<file path="src/inc/idsr_pkg.sv">
/*
  Shared constants and types for the input deserializer with its word FIFO.
  Assumes a 32-bit APB register bus and a single system clock for all logic.
*/
package idsr_pkg;

  // Byte addresses of the three registers on the APB slave.
  localparam logic [7:0] IDSR_CTRL_OFS = 8'h00;
  localparam logic [7:0] IDSR_STATUS_OFS = 8'h04;
  localparam logic [7:0] IDSR_WORD_OFS = 8'h08;

  // Field positions in the control register.
  localparam int IDSR_CTRL_DDR_BIT = 0;
  localparam int IDSR_CTRL_WIDTH8_BIT = 1;
  localparam int IDSR_CTRL_FIFO_BIT = 2;
  localparam int IDSR_CTRL_SINV_BIT = 3;
  localparam int IDSR_CTRL_CINV_BIT = 4;
  localparam int IDSR_CTRL_BITS = 5;

  // Field positions in the status register.
  localparam int IDSR_STAT_EMPTY_BIT = 0;
  localparam int IDSR_STAT_OVF_BIT = 1;
  localparam int IDSR_STAT_LEVEL_LSB = 4;

  // Control value after reset: double-edge capture, width 8, FIFO bypassed.
  localparam logic [4:0] IDSR_CTRL_RESET = 5'h03;

  // Number of flip-flops that each pin passes before any logic reads it.
  localparam int IDSR_SYNC_STAGES = 2;

  // Documented word width and FIFO depth.
  localparam int IDSR_WORD_BITS = 8;
  localparam int IDSR_FIFO_DEPTH = 8;

  // Configuration held in the control register, lowest field last.
  typedef struct packed {
    logic complement_clock_invert; // Capture on the falling level of the complement pin.
    logic serial_clock_invert;     // Capture on the falling level of the serial clock.
    logic fifo_enable;             // Route words through the FIFO.
    logic width8;                  // Word width 8 when set, 4 when clear.
    logic ddr_mode;                // Capture on both clocks when set.
  } idsr_ctrl_s;

  // Pins that arrive from outside the system clock domain.
  typedef struct packed {
    logic serial_data;
    logic serial_clock;
    logic serial_clock_b;
    logic divided_word_clock;
    logic fifo_rd_clk;
    logic fifo_rd_en;
  } idsr_link_s;

endpackage

</file>
<file path="src/hdl/idsr_top.sv">
/*
  Input deserializer: samples a serial pin on a serial clock and, in double edge, its complement,
  assembles 2-, 4- or 8-bit words and hands them out directly or through an
  eight-entry FIFO, with configuration and status over APB.
  Assumes every link pin is asynchronous to pclk and slow enough to be
  oversampled: each pin level lasts at least three pclk cycles.
*/
// The placing of the registers and the APB register port are this design's own decisions.
// Operation
// - Ratios 2/4 single edge, 4/8 double edge.
// - Single edge fills even bits only; each odd bit here repeats the even bit below.
// - Double edge fills all eight or low four.
// - Earliest serial bit lands on bit zero.
// - Optional eight-entry FIFO carries words across.
// - FIFO latency follows read clock phase.
// - Output word registered, read-clock timed with FIFO.
// - Serial data sampled on both serial clocks in double edge, on the serial clock only in single edge.
// - Reset asserts and releases asynchronously.
// - One FIFO entry per enabled read edge.
// - Empty flag set exactly when nothing unread.
// - Word width selects four or eight.
// - FIFO setting routes or bypasses the FIFO.
`timescale 1ns/100ps
module idsr_top #(
  parameter int WORD_BITS = idsr_pkg::IDSR_WORD_BITS,
  parameter int FIFO_DEPTH = idsr_pkg::IDSR_FIFO_DEPTH
) (
  input wire logic pclk,
  input wire logic presetn,
  input wire logic [7:0] paddr,
  input wire logic psel,
  input wire logic penable,
  input wire logic pwrite,
  input wire logic [31:0] pwdata,
  output logic [31:0] prdata,
  output logic pready,
  output logic pslverr,
  input wire logic serial_data,
  input wire logic serial_clock,
  input wire logic serial_clock_b,
  input wire logic divided_word_clock,
  input wire logic fifo_rd_clk,
  input wire logic fifo_rd_en,
  output logic [WORD_BITS-1:0] par_word,
  output logic fifo_empty,
  output logic reserved_divided_clock_out
);

  localparam int AW = $clog2(FIFO_DEPTH);
  localparam int PW = AW + 1;
  localparam logic [PW-1:0] PTR_ONE = {{(PW-1){1'b0}}, 1'b1};
  localparam logic [PW-1:0] DEPTH_P = PW'(FIFO_DEPTH);

  // True when the word address selects the given register offset.
  function automatic logic addr_hit(input logic [7:0] a, input logic [7:0] ofs);
    addr_hit = (a[7:2] == ofs[7:2]);
  endfunction

  // Next shift value for one captured bit; single edge writes each bit twice so
  // that only even positions carry distinct bits, and width 4 keeps the top zero.
  function automatic logic [7:0] next_shift(input logic [7:0] s, input logic d,
                                            input logic ddr, input logic w8);
    logic [7:0] r;
    r = s;
    if (w8 && ddr) begin
      r = {d, s[7:1]};
    end else if (w8) begin
      r = {d, d, s[7:2]};
    end else if (ddr) begin
      r = {4'h0, d, s[3:1]};
    end else begin
      // Two bit positions per serial bit keep the valid bits on even places.
      r = {4'h0, d, d, s[3:2]};
    end
    next_shift = r;
  endfunction

  // Control register and the decoded fields.
  idsr_pkg::idsr_ctrl_s ctrl_q; // Software configuration.
  logic ovf_q;                  // Sticky FIFO overflow flag.

  // Pin synchronisers; stage one feeds stage two only, stages two and three give edges.
  idsr_pkg::idsr_link_s sync1_q;
  idsr_pkg::idsr_link_s sync2_q;
  idsr_pkg::idsr_link_s sync3_q;

  // Capture path.
  logic [7:0] shift_q;       // Most recent serial bits; not cleared at a word boundary.
  logic [7:0] word_q;        // Last word taken at a divided clock edge.
  logic [WORD_BITS-1:0] par_word_q;
  logic reserved_div_q;

  // FIFO storage and pointers, one extra pointer bit tells full from empty.
  logic [WORD_BITS-1:0] fifo_mem_q [FIFO_DEPTH];
  logic [PW-1:0] wr_ptr_q;
  logic [PW-1:0] rd_ptr_q;
  logic fifo_empty_q;

  // APB answer registers.
  logic pready_q;
  logic pslverr_q;
  logic [31:0] prdata_q;

  // Edge detection on the synchronised clock pins.
  wire ser_rise = sync2_q.serial_clock & ~sync3_q.serial_clock;
  wire ser_fall = ~sync2_q.serial_clock & sync3_q.serial_clock;
  wire comp_rise = sync2_q.serial_clock_b & ~sync3_q.serial_clock_b;
  wire comp_fall = ~sync2_q.serial_clock_b & sync3_q.serial_clock_b;
  wire div_rise = sync2_q.divided_word_clock & ~sync3_q.divided_word_clock;
  wire rd_rise = sync2_q.fifo_rd_clk & ~sync3_q.fifo_rd_clk;

  // Local inversion picks which pin level change counts as the active edge.
  wire ser_edge = ctrl_q.serial_clock_invert ? ser_fall : ser_rise;
  wire comp_edge = ctrl_q.complement_clock_invert ? comp_fall : comp_rise;
  // Single edge capture ignores the complement pin entirely.
  wire sample_en = ser_edge | (ctrl_q.ddr_mode & comp_edge);

  // The word as it stands at a boundary; width 4 clears the top nibble.
  wire [7:0] cap_word = ctrl_q.width8 ? shift_q : {4'h0, shift_q[3:0]};

  // APB decode.
  wire apb_access = psel & penable;
  wire apb_done = apb_access & pready_q;
  wire hit_ctrl = addr_hit(paddr, idsr_pkg::IDSR_CTRL_OFS);
  wire hit_status = addr_hit(paddr, idsr_pkg::IDSR_STATUS_OFS);
  wire hit_word = addr_hit(paddr, idsr_pkg::IDSR_WORD_OFS);
  wire hit_any = hit_ctrl | hit_status | hit_word;
  wire ctrl_wr = apb_done & pwrite & hit_ctrl;
  wire ovf_clr = apb_done & pwrite & hit_status & pwdata[idsr_pkg::IDSR_STAT_OVF_BIT];

  // FIFO occupancy and the two transfer strobes.
  wire [PW-1:0] fifo_level = wr_ptr_q - rd_ptr_q;
  wire fifo_full = (fifo_level == DEPTH_P);
  wire fifo_wr = div_rise & ctrl_q.fifo_enable & ~fifo_full;
  wire fifo_ovf = div_rise & ctrl_q.fifo_enable & fifo_full;
  // A read needs the enable level seen together with the read clock edge.
  wire fifo_rd = rd_rise & sync2_q.fifo_rd_en & ~fifo_empty_q;
  wire [PW-1:0] wr_ptr_d = fifo_wr ? wr_ptr_q + PTR_ONE : wr_ptr_q;
  wire [PW-1:0] rd_ptr_d = fifo_rd ? rd_ptr_q + PTR_ONE : rd_ptr_q;

  // Read data multiplexer.
  wire [31:0] status_word = {{(32 - idsr_pkg::IDSR_STAT_LEVEL_LSB - PW){1'b0}}, fifo_level,
                             2'h0, ovf_q, fifo_empty_q};
  wire [31:0] rd_mux = hit_ctrl ? {27'h0, ctrl_q} :
                       hit_status ? status_word :
                       hit_word ? {24'h0, word_q} : 32'h0;

  // Three-stage pin capture; only stages two and three are read by logic.
  // Stage one may go metastable, so nothing but stage two ever looks at it.
  always_ff @(posedge pclk or negedge presetn) begin
    if (!presetn) begin
      sync1_q <= '0;
      sync2_q <= '0;
      sync3_q <= '0;
    end else begin
      sync1_q <= {serial_data, serial_clock, serial_clock_b, divided_word_clock,
                  fifo_rd_clk, fifo_rd_en};
      sync2_q <= sync1_q;
      sync3_q <= sync2_q;
    end
  end

  // Configuration register; a write flushes the capture path below.
  always_ff @(posedge pclk or negedge presetn) begin
    if (!presetn) begin
      ctrl_q <= idsr_pkg::IDSR_CTRL_RESET;
    end else if (ctrl_wr) begin
      ctrl_q <= pwdata[idsr_pkg::IDSR_CTRL_BITS-1:0];
    end
  end

  // Overflow is sticky and a new overflow beats a clear in the same cycle.
  always_ff @(posedge pclk or negedge presetn) begin
    if (!presetn) begin
      ovf_q <= 1'b0;
    end else if (fifo_ovf) begin
      ovf_q <= 1'b1;
    end else if (ovf_clr) begin
      ovf_q <= 1'b0;
    end
  end

  // Shift register; new bits enter at the top so the oldest ends at bit zero.
  // Mixing old bits into a new mode would give a garbled word, hence the flush.
  always_ff @(posedge pclk or negedge presetn) begin
    if (!presetn) begin
      shift_q <= 8'h00;
    end else if (ctrl_wr) begin
      shift_q <= 8'h00;
    end else if (sample_en) begin
      shift_q <= next_shift(shift_q, sync2_q.serial_data, ctrl_q.ddr_mode,
                            ctrl_q.width8);
    end
  end

  // Word boundary at each rising divided clock edge, kept for software to read.
  always_ff @(posedge pclk or negedge presetn) begin
    if (!presetn) begin
      word_q <= 8'h00;
    end else if (ctrl_wr) begin
      word_q <= 8'h00;
    end else if (div_rise) begin
      word_q <= cap_word;
    end
  end

  // FIFO storage; no reset is needed since only written entries are read.
  always_ff @(posedge pclk) begin
    if (fifo_wr) begin
      fifo_mem_q[wr_ptr_q[AW-1:0]] <= cap_word[WORD_BITS-1:0];
    end
  end

  // FIFO pointers and the registered empty flag.
  always_ff @(posedge pclk or negedge presetn) begin
    if (!presetn) begin
      wr_ptr_q <= '0;
      rd_ptr_q <= '0;
      fifo_empty_q <= 1'b1;
    end else if (ctrl_wr) begin
      wr_ptr_q <= '0;
      rd_ptr_q <= '0;
      fifo_empty_q <= 1'b1;
    end else begin
      wr_ptr_q <= wr_ptr_d;
      rd_ptr_q <= rd_ptr_d;
      fifo_empty_q <= (wr_ptr_d == rd_ptr_d);
    end
  end

  // Output word: read-clock timed through the FIFO, divided-clock timed without.
  // The FIFO latency thus depends on where the write lands against the read edge.
  always_ff @(posedge pclk or negedge presetn) begin
    if (!presetn) begin
      par_word_q <= '0;
    end else if (ctrl_wr) begin
      par_word_q <= '0;
    end else if (ctrl_q.fifo_enable) begin
      if (fifo_rd) begin
        par_word_q <= fifo_mem_q[rd_ptr_q[AW-1:0]];
      end
    end else if (div_rise) begin
      par_word_q <= cap_word[WORD_BITS-1:0];
    end
  end

  // Copy of the divided clock as seen after synchronisation.
  always_ff @(posedge pclk or negedge presetn) begin
    if (!presetn) begin
      reserved_div_q <= 1'b0;
    end else begin
      reserved_div_q <= sync3_q.divided_word_clock;
    end
  end

  // APB slave with one wait state; unmapped addresses answer with an error.
  always_ff @(posedge pclk or negedge presetn) begin
    if (!presetn) begin
      pready_q <= 1'b0;
      pslverr_q <= 1'b0;
      prdata_q <= 32'h0;
    end else begin
      pready_q <= apb_access & ~pready_q;
      pslverr_q <= apb_access & ~pready_q & ~hit_any;
      if (apb_access && !pready_q && !pwrite) begin
        prdata_q <= rd_mux;
      end
    end
  end

  assign prdata = prdata_q;
  assign pready = pready_q;
  assign pslverr = pslverr_q;
  assign par_word = par_word_q;
  assign fifo_empty = fifo_empty_q;
  assign reserved_divided_clock_out = reserved_div_q;
endmodule

</file>
<file path="config.mk">
export PLATFORM = sky130hd
export DESIGN_NAME = idsr_top
export DESIGN_NICKNAME = d
export VERILOG_FILES = /design/src/inc/idsr_pkg.sv /design/src/hdl/idsr_top.sv
export SDC_FILE = /design/constraint.sdc
export NUM_CORES = 1
export LEC_CHECK = 0
export BUFFER_PORTS_ARGS = -buffer_cell sky130_fd_sc_hd__buf_2
export CORE_MARGIN = 2
export CORE_UTILIZATION = 51
export DETAILED_ROUTE_END_ITERATION = 10
export PLACE_DENSITY = 0.81
export SLEW_MARGIN = 30
export SYNTH_ARGS = -nofsm -noshare
export SYNTH_HDL_FRONTEND = slang
export SYNTH_SLANG_ARGS = --single-unit
export TNS_END_PERCENT = 1
</file>
<file path="constraint.sdc">
create_clock -name pclk -period 2.9 [get_ports pclk]
set_input_delay 0.58 -clock pclk [delete_from_list [all_inputs] [get_ports pclk]]
set_output_delay 0.58 -clock pclk [all_outputs]
set_load 0.01 [all_outputs]
</file>
* Word level (Yosys, flattened, before mapping)
Memories as Yosys holds them, arrays and structs flattened.
Index checks and enable logic that the tools add are counted.
** Word-level totals
- Memory bits (writable) :: 64
- Memories :: 1
- Register bits :: 90
** Memory list
- fifo_mem_q :: words 8, width 8, rd ports 1, clocked after Yosys merged registers in 0, wr ports 1, RTL line idsr_top.sv:94 : logic [WORD_BITS-1:0] fifo_mem_q [FIFO_DEPTH];
** Cells by class
- Reductions and logical operators :: 11
- Bitwise gates (word level) :: 33
- Multiplexer cells :: 25
- Add/sub/neg operators :: 3
- Eq/ne operators :: 5
** Operators by type and width (number)
- 2-to-1 mux 8 bit :: 13
- AND 1 bit :: 20
- 2-to-1 mux 4 bit :: 4
- NOT 1 bit :: 10
- adder 4 x 1 -> 4 bit, second input constant :: 2
- 2-to-1 mux 1 bit :: 7
- equality test 6 x 1 -> 1 bit, second input constant :: 1
- equality test 6 x 2 -> 1 bit, second input constant :: 1
- zero test 6 bit :: 1
- nonzero test 2 bit :: 3
- equality test 4 bit :: 1
- equality test 4 bit, second input constant :: 1
- subtractor 4 bit :: 1
- logical AND 1 bit :: 3
- 2-to-1 mux 3 bit :: 1
- != test 3 x 1 -> 1 bit, second input constant :: 1
- bitwise OR 1 bit :: 3
- nonzero test 3 bit :: 1
- zero test 1 bit :: 2
- AND reduction 2 bit :: 1

* Logic depth before layout (Yosys ltp)
- Word-level depth :: 7
- Mapped depth :: 10

* Worst setup path after synthesis
No wires, ideal clock.
- Kind :: reg2reg
- From :: register rd_ptr_q[1]
- To :: memory fifo_mem_q[4][0] (netlist bit) (enable)
- Stages on the path, launching flop included :: 8
- Buffers on the path :: 1
- Slack :: -0.211 ns
- Arrival :: 2.713 ns
- Data required time :: 2.502 ns
- Setup time :: 0.398 ns
- Path through :: dfrtp_1 -> clkbuf_1 -> inv_1 -> fa_1 -> xor2_1 -> nor3_1 -> a31o_2 -> nor4b_1
** On the way
- Word-level cells in the longest chain between the ends :: 6
** Ends and longest elaborated chain
- from (decl) :: RTL line idsr_top.sv:96 : logic [PW-1:0] rd_ptr_q;
- from (signal assigned) :: RTL line idsr_top.sv:226 : rd_ptr_q <= rd_ptr_d;
- subtractor 4 bit :: RTL line idsr_top.sv:132 : wire [PW-1:0] fifo_level = wr_ptr_q - rd_ptr_q;
- equality test 4 bit :: RTL line idsr_top.sv:133 : wire fifo_full = (fifo_level == DEPTH_P);
- NOT 1 bit :: RTL line idsr_top.sv:134 : wire fifo_wr = div_rise & ctrl_q.fifo_enable & ~fifo_full;
- AND 1 bit :: RTL line idsr_top.sv:134
- 2-to-1 mux 1 bit :: RTL line idsr_top.sv:209 : if (fifo_wr) begin
- 2-to-1 mux 1 bit (not written as such) :: RTL line idsr_top.sv:210 : fifo_mem_q[wr_ptr_q[AW-1:0]] <= cap_word[WORD_BITS-1:0];
- to (decl) :: RTL line idsr_top.sv:94
Every way passes these cells.

* Worst setup path after layout
- From :: register wr_ptr_q[0]
- To :: memory fifo_mem_q[3][2] (netlist bit) (enable)
** On the way
- Word-level cells in the longest chain between the ends :: 6
** Ends and longest elaborated chain
- from (decl) :: RTL line idsr_top.sv:95 : logic [PW-1:0] wr_ptr_q;
- from (signal assigned) :: RTL line idsr_top.sv:225 : wr_ptr_q <= wr_ptr_d;
- subtractor 4 bit :: RTL line idsr_top.sv:132
- equality test 4 bit :: RTL line idsr_top.sv:133
- NOT 1 bit :: RTL line idsr_top.sv:134
- AND 1 bit :: RTL line idsr_top.sv:134
- 2-to-1 mux 1 bit :: RTL line idsr_top.sv:209
- 2-to-1 mux 1 bit (not written as such) :: RTL line idsr_top.sv:210
Parallel ways exist; a longest one is shown, timed or not.

==> results.cfg <==
[critical_path]
rr_worst_depth = 10
slowest_delay_ns = 0.38
cp.arrival_ns = 2.78
crit_slowest_cell = dfrtp_1
crit_path_end_kind = flip-flop
startpoint_type = flip-flop
cp_max_fo = 8
required_ns = 3.03
crit_type = reg2reg
setup.worst_path.start = wr_ptr_q[0]
r2r-start = wr_ptr_q[0]
path_cells = inv_1 -> ha_1 -> inv_1 -> fa_1 -> xor2_1 -> nor3_1 -> a31oi_1 -> nand2_1 -> nor3_1 -> buf_4

[place]
port_buffers = 41
dpl.hpwl_microns = 7740
gp_congestion = 0.913

[clock_tree]
cts_tree = built
insertion_delay_ns = 0.43
cts_made_buffers = 17
clockBufferDepth = 2
cts_setup_buffers = 0
root_buffer = clkbuf_16
cts_hold_buf = 0
htree_num_levels = 4
clock-sinks = 130
cts_resized = 0
clk_pin_slew_ns = 0.06

[power_and_ir_drop]
peakVddDrop_mv = 0.463
power_switching_uw = 1650
power.share.clock = 0.377
p_seq_frac = 0.402
p_per_area_nw_per_um2 = 837
total_power_uw = 5620
switching_share = 0.294
power_leakage_uw = 0.00274
power_frac_comb = 0.221
internal_power_uw = 3970

[global_routing]
global_route.usage.met2 = 0.370
gr-total-overflow = 0
grt_pass1_vias = 3709
grt.busiest_layer = met2
grt_use_met1 = 0.278
antenna_found_initial = 0
grt_max_degree = 43
grt_util_met3 = 0.0553
grt.total_usage = 0.224
grt_pass1_wl_microns = 19500

[sta]
fin_crit_sh = 0.914
clock_skew_ns = 0.00618
min_period_ns = 2.65
drv_slew = 0
relSlewSlack = 0.520
rsz0062_at_grt = false
worstMarginPinSlew_ns = 0.719
fmax_mhz = 377
setup_viol = 0
finalHoldViolations = 0
fin_tns_setup_ns = 0

[route]
postRouteAntennaNets = 0
drt_iter0_markers = 385
avgViaCountPerCell = 5.69
wl_per_cell_microns = 19.2
drc = 0
wl_microns = 12600
vias = 3724
drtPass1Iterations = 5

[cells_and_area]
fill_cells = 801
drive_gt1_frac = 0.258
syn_to_final_growth_pct = 16.5
layout.nets = 559
diodes = 0
seqCellArea_sq_um = 3580
multi_input_comb_area_sq_um = 1950

[hold_path]
hp-class = in2async

[floorplan]
rows = 38
core_sq_um = 10900
dieArea_sq_um = 12200
start_util = 0.527
io-pin-count = 95
fp.dieW_microns = 110
die_height_microns = 110

[logic_synthesis]
synth_area_sq_um = 5770
ys_warn_count = 0
yosysMostFrequentCell = nand2_1
ys_ff_latch = 130
synth_ff_type = edfxtp_1
async_reset_ff_frac = 0.508
synth_commonest_cells = nand2_1, edfxtp_1, dfrtp_1
ys_seq_area_frac = 0.620
synth_edf_count = 64
synth_top_area_share = 0.333
yosys.area.top_type = edfxtp_1
synth_cells = 447
synth_area_leaders = edfxtp_1, dfrtp_1, mux4_2
avgSynthCellArea_sq_um = 12.9
ys_types = 52

[job]
maxCapViolCount = 0

[outcome]
status = complete, no violations
placed cells by master (no fill, tap or decap), drive strengths merged, types with 3 or more instances in the layout:
master and n:
xnor2 9, a22oi 4, nand3 13, or2 3
mux2 4, edfxtp 64, xor2 5, o22ai 3
ha 5, dfstp 3, o21ai 24, nor4 5
nor2b 4, o211a 5, a21oi 19, o31ai 4
clkbuf 22, inv 13, mux4 16, mux2i 12
and2 3, dfrtp 63, nand2 65, nor3 5
clkinv 7, buf 63, conb 24, nor2 20
a31oi 3
metrics by stage:
step | util | worst slack (ns) | std cells | hold WS [ns] | cell area (sq um)
CTS | 0.614 | 0.290 | 655 | 0.249 | 6710
global placement | 0.559 | 0.255 | 623 | 0.332 | 6110
global route | 0.614 | 0.115 | 655 | 0.164 | 6720
floorplan | - | -0.0883 | 470 | 0.284 | 5860
finish | 0.614 | 0.250 | 655 | 0.123 | 6720
detailed placement | 0.559 | 0.180 | 623 | 0.335 | 6110
cell families after synthesis:
| family | count (synthesis) | share of synthesized area |
|---|---|---|
| compound gates | 67 | 0.0753 |
| flops | 130 | 0.620 |
| buf+inv | 61 | 0.0599 |
| mux | 32 | 0.0911 |
| xor+xnor | 16 | 0.0291 |
| simple gates | 134 | 0.109 |
| other cells | 1 | 0.000650 |
| fa+ha+maj | 6 | 0.0143 |
layout make-up:
type                       instances  share of cell area
tap                              140              0.0261
clock buffer                      22              0.0803
clock inverter                    10             0.00969
timing repair buffer              63              0.0555
sequential                       130               0.533
inverter                          11             0.00615
multi-input combinational        279               0.290
sequential cells by signal (all words and copies together) (netlist names), 4 cells and up:
| signal | cells |
|---|---|
| prdata | 8 |
| sync2_q | 6 |
| word_q | 8 |
| shift_q | 8 |
| ctrl_q | 5 |
| par_word | 8 |
| fifo_mem_q | 64 |
| sync1_q | 6 |
| rd_ptr_q | 4 |
| sync3_q | 4 |
| wr_ptr_q | 4 |
critical path, delay by kind of cell, from the launching register on:
family	cells	cell delay, ns
and+or+nand+nor	3	0.50
DFF	1	0.38
buffers and inverters	3	0.41
adders and majority gates	2	0.56
AOI/OAI and AO/OA	1	0.28
xor gates and xnor gates	1	0.22
power groups by stage:
stage	registers [uW]	logic (uW)	clock network, uW
finish	2260	1240	2120
CTS	2260	1240	2130
floorplan	2250	914	0
detailed placement	2290	1210	0
global placement	2280	1150	0
global route	2280	1360	2210
routing by layer:
layer	wire, microns	share of wire
met4	320	0.025
met2	6340	0.50
met5	0	0
met1	5100	0.41
met3	803	0.064
path summary, 6_finish.rpt:
path | to | slack [ns]
max | fifo_mem_q[3][2] | 0.25
min | prdata[2] | 0.12
max reg2reg | fifo_mem_q[3][2] | 0.25
min reg2reg | sync2_q[5] | 0.35
max in group asynchronous | pslverr | 2.12
min in group pclk | sync1_q[3] | 0.25
Power figures use the tool's default switching activity.
